==> src/hdl/dbom_pkg.sv <==
// Purpose: shared constants and types for the display buffer overlay mapper
// Assumes: byte-wide register port, 21-bit host byte address
// Notes:   register indices are the six-bit register select values
package dbom_pkg;

  localparam logic [5:0]  REG_LAST_LINE_LO   = 6'h0E;
  localparam logic [5:0]  REG_LAST_LINE_HI   = 6'h0F;
  localparam logic [5:0]  REG_SCR1_START_0   = 6'h10;
  localparam logic [5:0]  REG_SCR1_START_1   = 6'h11;
  localparam logic [5:0]  REG_SCR1_START_2   = 6'h12;
  localparam logic [5:0]  REG_SCR2_START_0   = 6'h13;
  localparam logic [5:0]  REG_SCR2_START_1   = 6'h14;
  localparam logic [5:0]  REG_SCR2_START_2   = 6'h15;
  localparam logic [5:0]  REG_LINE_WIDTH_LO  = 6'h16;
  localparam logic [5:0]  REG_LINE_WIDTH_HI  = 6'h17;
  localparam logic [5:0]  REG_PIXEL_PAN      = 6'h18;
  localparam logic [5:0]  REG_OVL_CTRL       = 6'h27;
  localparam logic [5:0]  REG_CUR_X_LO       = 6'h28;
  localparam logic [5:0]  REG_CUR_X_HI       = 6'h29;
  localparam logic [5:0]  REG_CUR_Y_LO       = 6'h2A;
  localparam logic [5:0]  REG_CUR_Y_HI       = 6'h2B;
  localparam logic [5:0]  REG_OVL_COL0_LO    = 6'h2C;
  localparam logic [5:0]  REG_OVL_COL0_HI    = 6'h2D;
  localparam logic [5:0]  REG_OVL_COL1_LO    = 6'h2E;
  localparam logic [5:0]  REG_OVL_COL1_HI    = 6'h2F;
  localparam logic [5:0]  REG_OVL_START_SEL  = 6'h30;
  localparam logic [5:0]  REG_GRAY_MOD_SEL   = 6'h31;

  localparam logic [7:0]  RESET_BYTE         = 8'h00;
  localparam int          OVL_MODE_MSB       = 7;
  localparam int          OVL_MODE_LSB       = 6;
  localparam int          CUR_HI_BITS        = 2;

  localparam logic [20:0] BUF_SIZE_512K      = 21'h080000;
  localparam logic [21:0] BUF_SIZE_2M        = 22'h200000;
  localparam logic [20:0] BUF_MASK_512K      = 21'h07FFFF;
  localparam logic [20:0] BUF_MASK_2M        = 21'h1FFFFF;
  localparam logic [21:0] CURSOR_BUF_BYTES   = 22'h000400;
  localparam int          OVL_SLOT_SHIFT     = 13;
  localparam logic [15:0] CURSOR_LINE_WORDS  = 16'h0008;
  localparam logic [9:0]  CURSOR_SIZE        = 10'h040;
  localparam int          HFB_SHIFT          = 4;
  localparam logic [1:0]  HFB_COLOUR_FACTOR  = 2'h2;

  typedef enum logic [1:0] {
    DBOM_OVL_OFF    = 2'b00,
    DBOM_OVL_CURSOR = 2'b01,
    DBOM_OVL_INK    = 2'b10,
    DBOM_OVL_RSVD   = 2'b11
  } dbom_ovl_mode_t;

  typedef enum logic [1:0] {
    DBOM_CODE_COL0  = 2'b00,
    DBOM_CODE_COL1  = 2'b01,
    DBOM_CODE_BACK  = 2'b10,
    DBOM_CODE_INV   = 2'b11
  } dbom_ovl_code_t;

  typedef struct packed {
    logic        cs_n;
    logic        mem_sel;
    logic        rd;
    logic        wr;
    logic [20:0] addr;
    logic [7:0]  wdata;
  } dbom_host_req_t;

  typedef struct packed {
    logic        mem_sel;
    logic        rd;
    logic        wr;
    logic [20:0] addr;
    logic [7:0]  wdata;
  } dbom_mem_req_t;

  typedef struct packed {
    logic        valid;
    logic [9:0]  x;
    logic [9:0]  y;
    logic [1:0]  code;
    logic [15:0] pixel;
  } dbom_pixel_t;

endpackage : dbom_pkg

==> src/hdl/dbom_mapper.sv <==
// Purpose: host decode, buffer placement and overlay composition
// Assumes: one host access per enabled cycle; pixel stream in display order
// Notes:   pixel colour paths use 16-bit 5-6-5 values after colour lookup
//
// Overview of operation
// - select zero puts overlay at size minus 1K
// - select n puts overlay at size minus 8K*n
// - overlay stride: line width+1 ink, 8 cursor
// - zero modulation select picks default shading
// - register access indexed by six address bits
// - memory access uses 21-bit host address
// - 2M space decoded, 512K aliased throughout
// - half-frame buffer sits at buffer top
// - half-frame size width*height*factor/16
// - 16-bit line width gives line stride
// - screen starts from three byte registers each
// - pan low nibble screen 1, high screen 2
// - screen 1 through last line, then screen 2
// - monochrome modes use green table only
// - 15/16 bpp bypass colour tables
// - only selected overlay buffer is rendered
// - overlay data is two bits per pixel
// - codes: colour0, colour1, background, inverted
// - ink overlay covers whole display
// - cursor is 64x64 at programmed position
// - cursor coordinates are never negative
// - mode 00 off, 01 cursor, 10 ink
// - overlay colours are 16-bit 5-6-5
// - cursor coordinates are ten bits
`timescale 1ns/100ps
module dbom_mapper
  import dbom_pkg::*;
(
  input  wire logic           sys_clk,
  input  wire logic           rst,
  input  wire logic           clk_en,
  input  wire dbom_host_req_t host_req,
  output logic [7:0]          reg_rdata,
  output logic                reg_rvalid,
  output dbom_mem_req_t       mem_req,
  input  wire logic           buf_is_2m,
  input  wire logic           dual_panel,
  input  wire logic           hfb_enable,
  input  wire logic           colour_panel,
  input  wire logic           mono_mode,
  input  wire logic           direct_colour,
  input  wire logic [9:0]     panel_width,
  input  wire logic [9:0]     panel_height,
  input  wire logic [9:0]     line_count,
  input  wire dbom_pixel_t    pixel_in,
  input  wire logic [3:0]     lut_red,
  input  wire logic [3:0]     lut_green,
  input  wire logic [3:0]     lut_blue,
  output dbom_pixel_t         pixel_out,
  output logic [20:0]         ovl_start_addr,
  output logic [15:0]         ovl_line_words,
  output logic [20:0]         hfb_start_addr,
  output logic [20:0]         hfb_size,
  output logic [15:0]         image_line_words,
  output logic [19:0]         scr1_start_word,
  output logic [19:0]         scr2_start_word,
  output logic [3:0]          scr1_pan,
  output logic [3:0]          scr2_pan,
  output logic                screen2_active,
  output logic                gray_mod_alt
);

  logic [7:0] regs_reg  [0:63];
  logic [7:0] regs_next [0:63];
  logic [7:0]     reg_rdata_next;
  logic           reg_rvalid_next;
  dbom_mem_req_t  mem_req_next;
  dbom_pixel_t    pixel_next;
  logic [21:0]    buf_size;
  logic [21:0]    ovl_addr_full;
  logic [21:0]    hfb_full;
  dbom_ovl_mode_t ovl_mode;
  logic [9:0]     cur_x;
  logic [9:0]     cur_y;
  logic [15:0]    col0;
  logic [15:0]    col1;
  logic [15:0]    back_colour;
  logic [15:0]    last_line;
  logic           in_cursor;

  function automatic logic [15:0] pair16(input logic [7:0] hi, input logic [7:0] lo);
    pair16 = {hi, lo};
  endfunction : pair16

  function automatic logic [15:0] mask_bits(input logic [7:0] lo, input logic [7:0] hi);
    mask_bits = {6'h00, hi[CUR_HI_BITS-1:0], lo};
  endfunction : mask_bits

  function automatic logic [15:0] expand_444(input logic [3:0] r, input logic [3:0] g,
                                             input logic [3:0] b);
    expand_444 = {r, r[3], g, g[3:2], b, b[3]};
  endfunction : expand_444

  // register port and memory decode
  always_comb begin
    for (int i = 0; i < 64; i++) begin
      regs_next[i] = regs_reg[i];
    end
    reg_rdata_next  = reg_rdata;
    reg_rvalid_next = 1'b0;
    mem_req_next    = '0;
    if (!host_req.cs_n && !host_req.mem_sel) begin
      if (host_req.wr) begin
        regs_next[host_req.addr[5:0]] = host_req.wdata;
      end
      if (host_req.rd) begin
        reg_rdata_next  = regs_reg[host_req.addr[5:0]];
        reg_rvalid_next = 1'b1;
      end
    end
    if (!host_req.cs_n && host_req.mem_sel) begin
      mem_req_next.mem_sel = 1'b1;
      mem_req_next.rd      = host_req.rd;
      mem_req_next.wr      = host_req.wr;
      mem_req_next.wdata   = host_req.wdata;
      mem_req_next.addr    = host_req.addr & (buf_is_2m ? BUF_MASK_2M : BUF_MASK_512K);
    end
  end

  always_ff @(posedge sys_clk) begin
    if (rst) begin
      for (int i = 0; i < 64; i++) begin
        regs_reg[i] <= RESET_BYTE;
      end
      reg_rdata  <= RESET_BYTE;
      reg_rvalid <= 1'b0;
      mem_req    <= '0;
    end else if (clk_en) begin
      for (int i = 0; i < 64; i++) begin
        regs_reg[i] <= regs_next[i];
      end
      reg_rdata  <= reg_rdata_next;
      reg_rvalid <= reg_rvalid_next;
      mem_req    <= mem_req_next;
    end
  end

  // buffer placement
  always_comb begin
    buf_size = buf_is_2m ? BUF_SIZE_2M : {1'b0, BUF_SIZE_512K};
    if (regs_reg[REG_OVL_START_SEL] == RESET_BYTE) begin
      ovl_addr_full = buf_size - CURSOR_BUF_BYTES;
    end else begin
      ovl_addr_full = buf_size
                    - (22'({14'h0000, regs_reg[REG_OVL_START_SEL]}) << OVL_SLOT_SHIFT);
    end
    hfb_full = 22'(({12'h000, panel_width} * {12'h000, panel_height}
               << (colour_panel ? HFB_COLOUR_FACTOR : 2'h0)) >> HFB_SHIFT);
  end

  assign ovl_start_addr = ovl_addr_full[20:0];
  assign hfb_size       = (dual_panel && hfb_enable) ? hfb_full[20:0] : 21'h000000;
  assign hfb_start_addr = 21'(buf_size - {1'b0, hfb_size});
  assign image_line_words = pair16(regs_reg[REG_LINE_WIDTH_HI], regs_reg[REG_LINE_WIDTH_LO]);
  assign scr1_start_word = {regs_reg[REG_SCR1_START_2][3:0], regs_reg[REG_SCR1_START_1],
                            regs_reg[REG_SCR1_START_0]};
  assign scr2_start_word = {regs_reg[REG_SCR2_START_2][3:0], regs_reg[REG_SCR2_START_1],
                            regs_reg[REG_SCR2_START_0]};
  assign scr1_pan = regs_reg[REG_PIXEL_PAN][3:0];
  assign scr2_pan = regs_reg[REG_PIXEL_PAN][7:4];
  assign last_line      = pair16(regs_reg[REG_LAST_LINE_HI], regs_reg[REG_LAST_LINE_LO]);
  assign screen2_active = {6'h00, line_count} > last_line;
  assign gray_mod_alt   = regs_reg[REG_GRAY_MOD_SEL] != RESET_BYTE;
  assign ovl_mode = dbom_ovl_mode_t'(regs_reg[REG_OVL_CTRL][OVL_MODE_MSB:OVL_MODE_LSB]);
  assign ovl_line_words = (ovl_mode == DBOM_OVL_INK) ? image_line_words + 16'h0001
                                                     : CURSOR_LINE_WORDS;
  assign cur_x = 10'(mask_bits(regs_reg[REG_CUR_X_LO], regs_reg[REG_CUR_X_HI]));
  assign cur_y = 10'(mask_bits(regs_reg[REG_CUR_Y_LO], regs_reg[REG_CUR_Y_HI]));
  assign col0 = pair16(regs_reg[REG_OVL_COL0_HI], regs_reg[REG_OVL_COL0_LO]);
  assign col1 = pair16(regs_reg[REG_OVL_COL1_HI], regs_reg[REG_OVL_COL1_LO]);

  // pixel composition
  always_comb begin
    if (direct_colour) begin
      back_colour = pixel_in.pixel;
    end else if (mono_mode) begin
      back_colour = expand_444(lut_green, lut_green, lut_green);
    end else begin
      back_colour = expand_444(lut_red, lut_green, lut_blue);
    end
    in_cursor = (pixel_in.x >= cur_x) && (pixel_in.x < 10'(cur_x + CURSOR_SIZE))
             && (pixel_in.y >= cur_y) && (pixel_in.y < 10'(cur_y + CURSOR_SIZE));
    pixel_next       = pixel_in;
    pixel_next.pixel = back_colour;
    if ((ovl_mode == DBOM_OVL_INK) || ((ovl_mode == DBOM_OVL_CURSOR) && in_cursor)) begin
      case (dbom_ovl_code_t'(pixel_in.code))
        DBOM_CODE_COL0: begin
          pixel_next.pixel = col0;
        end
        DBOM_CODE_COL1: begin
          pixel_next.pixel = col1;
        end
        DBOM_CODE_INV: begin
          pixel_next.pixel = ~back_colour;
        end
        default: begin
          pixel_next.pixel = back_colour;
        end
      endcase
    end
  end

  always_ff @(posedge sys_clk) begin
    if (rst) begin
      pixel_out <= '0;
    end else if (clk_en) begin
      pixel_out <= pixel_next;
    end
  end

endmodule : dbom_mapper

==> config.mk <==
export PLATFORM = sky130hd
export DESIGN_NAME = dbom_mapper
export DESIGN_NICKNAME = d
export VERILOG_FILES = /design/src/hdl/dbom_pkg.sv /design/src/hdl/dbom_mapper.sv
export SDC_FILE = /design/constraint.sdc
export NUM_CORES = 2
export LEC_CHECK = 0
export BUFFER_PORTS_ARGS = -buffer_cell sky130_fd_sc_hd__buf_4
export CAP_MARGIN = 5
export CORE_MARGIN = 4
export CORE_UTILIZATION = 40
export CTS_BUF_LIST = sky130_fd_sc_hd__clkbuf_16
export DETAILED_ROUTE_END_ITERATION = 10
export HOLD_SLACK_MARGIN = 0.12
export PLACE_DENSITY_LB_ADDON = 0.05
export SYNTH_ARGS = -nofsm -noshare
export SYNTH_HDL_FRONTEND = slang
export SYNTH_SLANG_ARGS = --single-unit
export TNS_END_PERCENT = 20
==> constraint.sdc <==
create_clock -name sys_clk -period 9.4 [get_ports sys_clk]
set_input_delay 0.47 -clock sys_clk [delete_from_list [all_inputs] [get_ports sys_clk]]
set_output_delay 0.47 -clock sys_clk [all_outputs]
set_load 0.05 [all_outputs]
==> out/metrics.csv <==
stage,metric,value,unit
outcome,outcome,"complete, no violations",
drt,antenna_left,0,
logic_synthesis,ys_seq_elements,592,
place,place_hpwl,82.33,mm
drt,viasPerCell,5.722,
drt,wl,128.2,mm
logic_synthesis,synth_area,0.03501,sq mm
layout,largest_register_ffs,512,
worst_setup_path,crit_path_end_kind,primary output,
cts,clk_latency,620,ps
cts,cts_max_level,3,
worst_setup_path,timing_worst_setup_path_type,input pin to primary output,
power,ir_worst_vdd,0.0005936,V
logic_synthesis,syn-mean-instance-area,8.994,sq um
power,totalPowerFinal,8891,uW
sta,worst_slack,2160,ps
place,preCtsSetupSlack,2170,ps
drt,drc,0,
drt,wl_per_cell,24.04,um
layout,nets,4404,
place,port_buffers,334,
drt,dr.pass1.iters,5,
logic_synthesis,postSynth.asyncResetShare,0,
layout,utilization,0.4713,
sta,setup_viol,0,
cts,path_clk_slew,50,ps
layout,syn2layout_area_growth,16.77,%
grt,antenna_found_initial,4,
sta,rsz0062_at_grt,false,
power,power_density,217.5,mW/mm^2
grt,grt.total_usage,0.2653,
cts,cts_tree,done,
sta,post-route-period-util,0.7702,
worst_setup_path,cp.arrival,6770,ps
floorplanning,die_x,303.9,um
logic_synthesis,synth.distinct_cells,74,
floorplanning,initial_core_util,0.4036,
cts,post_cts_buffers,0,
place,placed_cells,5163,
floorplanning,dieArea,0.09233,sq mm
power,leakage,0.01572,uW
logic_synthesis,synth_flop_cell,edfxtp_1,
worst_setup_path,worstPathRequired,8930,ps
sta,tightest_slew,1230,ps
cts,numCtsBuffers,72,
grt,grt_pass1_vias,29428,
layout,stdcell_count,5332,
grt,grt_max_degree,143,
logic_synthesis,ys_warn_count,0,
sta,fin_crit,7240,ps
floorplanning,rows,108,
grt,grt_pass1_wl,191.4,mm
worst_setup_path,worst-path-max-fanout,10,
min_path,min_path_type,input pin to register,
grt,grt-ovfl-total,0,
logic_synthesis,synth_edf_count,512,
cts,cts.sinks,592,
cts,ctsResizeCount,0,
sta,skew,22.48,ps
layout,layout_commonest_cell,nand2_1,
drt,vias,30511,
floorplanning,die_height,303.9,um
worst_setup_path,worst_setup_path_start_kind,input pin,
cts,ctsLongestPathBuffers,3,
floorplanning,coreArea,0.08675,sq mm
logic_synthesis,netlist_instances,3893,
place,place_congestion,0.8416,
cts,clockRootBuffer,clkbuf_16,
floorplanning,ioPinCount,348,
sta,max_freq,138.1,MHz
layout,final_layout_size_suffix_gt1_frac,0.1248,
sta,slew_violations,0,
sta,hold_violations,0,
job,max_cap_violations,0,
logic_synthesis,synth_seq_area_share,0.4848,
drt,drt_iter0_drc,3098,
sta,setup_tns,0,ps
sta,max-slew-margin-rel,0.1802,
layout,final_cell_mix,"nand2_1 (1193), a21oi_1 (569), edfxtp_1 (512)",
==> through the flow <==
stage / cell area [sq um] / hold slack [ps]
2_1_floorplan: 35060 / 595.7
3_5_place_dp: 38270 / 445.8
5_1_grt: 40880 / 188.3
6_report: 40890 / 200.0
3_3_place_gp: 38270 / 437.0
4_1_cts: 40880 / 189.0
==> area by class of cell <==
class                   count  area, sq um
multi-input cells        2932        16590
inverters                 110        412.9
repair buffers            413         3231
diodes                      1        2.502
flip-flops and latches    592        16980
clock buffers              73         1827
well taps                1155         1445
fillers                  8423        45870
clock inverters            56        396.6
==> final timing paths <==
check / slack, ps / end / depth (start not counted) / startpoint
setup / recovery: 2160 / hfb_start_addr[20] / 24 / panel_width[5]
hold / removal: 200 / mem_req[27] / 2 / buf_is_2m
setup reg to reg: 5820 / pixel_out[1] / 11 / regs_reg[42][6]
hold reg to reg: 460 / mem_req[31] / 1 / mem_req[31]
==> power by group <==
part           switching [uW]  internal, uW  leakage (uW)
logic                    2060           959       0.00862
registers                 121          3050       0.00595
clock network            1180          1530       0.00115
total                    3360          5530        0.0157
==> layer usage <==
metal	GRT usage	vias to the layer above	part of all wire
li1	-	14246	-
met1	0.3646	14877	0.43
met2	0.4283	1184	0.47
met3	0.04698	196	0.070
met4	0.08254	8	0.031
met5	0.003101	-	0.00059
==> synthesized netlist by cell type (5+ instances only) <==
| library cell | instances | area share |
|---|---|---|
| a22oi_1 | 181 | 0.039 |
| a21oi_1 | 569 | 0.081 |
| nand2_1 | 1193 | 0.13 |
| or2_2 | 5 | 0.00089 |
| inv_1 | 110 | 0.012 |
| a22o_1 | 64 | 0.016 |
| clkbuf_1 | 225 | 0.024 |
| edfxtp_1 | 512 | 0.44 |
| mux2_2 | 16 | 0.0051 |
| a31oi_1 | 19 | 0.0034 |
| buf_4 | 24 | 0.0051 |
| o211ai_1 | 9 | 0.0019 |
| nand3_1 | 24 | 0.0034 |
| and2_1 | 69 | 0.012 |
| xnor2_1 | 32 | 0.0080 |
| dfxtp_1 | 80 | 0.046 |
| a21o_1 | 13 | 0.0028 |
| xor2_1 | 22 | 0.0055 |
| nor2b_1 | 12 | 0.0021 |
| mux2i_1 | 30 | 0.0086 |
| o21a_1 | 7 | 0.0015 |
| nand4_1 | 50 | 0.0089 |
| or3_1 | 7 | 0.0013 |
| ha_1 | 98 | 0.035 |
| nor3_1 | 11 | 0.0016 |
| nor2_1 | 204 | 0.022 |
| o21ai_0 | 47 | 0.0067 |
| nand2b_1 | 10 | 0.0018 |
| a221oi_1 | 40 | 0.010 |
| o22ai_1 | 23 | 0.0041 |
| o31ai_1 | 7 | 0.0015 |
| and3_1 | 8 | 0.0014 |
| a2111oi_0 | 16 | 0.0040 |
| buf_1 | 16 | 0.0017 |
| a211oi_1 | 8 | 0.0017 |
| nor4_1 | 7 | 0.0013 |
| fa_1 | 62 | 0.035 |
==> critical path: stages <==
cell,delay (ps)
buf_4,150
nand2_1,100
fa_1,540
inv_1,50
fa_1,490
inv_1,50
fa_1,470
inv_1,60
fa_1,530
inv_1,60
fa_1,520
inv_1,40
ha_1,370
a21oi_1,320
o21ai_0,180
nand2_1,110
xor2_1,200
o22ai_1,170
nand2b_1,210
or3_4,340
or4_4,520
or4_4,440
and2_4,180
buf_4,180
==> cells by family (layout without fill, tap and decap cells) <==
group                    Yosys count  after routing  synth area share
XOR/XNOR                          54             54           0.01351
other                              1             14         0.0001071
buffers and inverters            381            652           0.04424
AO/OA/AOI/OAI                   1033           1033            0.1821
flip-flops                       592            592            0.4848
multiplexers                      46             46           0.01372
AND/OR/NAND/NOR                 1626           1626            0.1910
adder cells (fa/ha/maj)          160            160           0.07047
==> timing repair <==
action | CTS | global route
endpoints found under the hold margin | 39 | 0
setup endpoints to repair | 0 | 0
hold buffers | 39 | 0
Note: power is estimated with default switching activity, not from simulation.
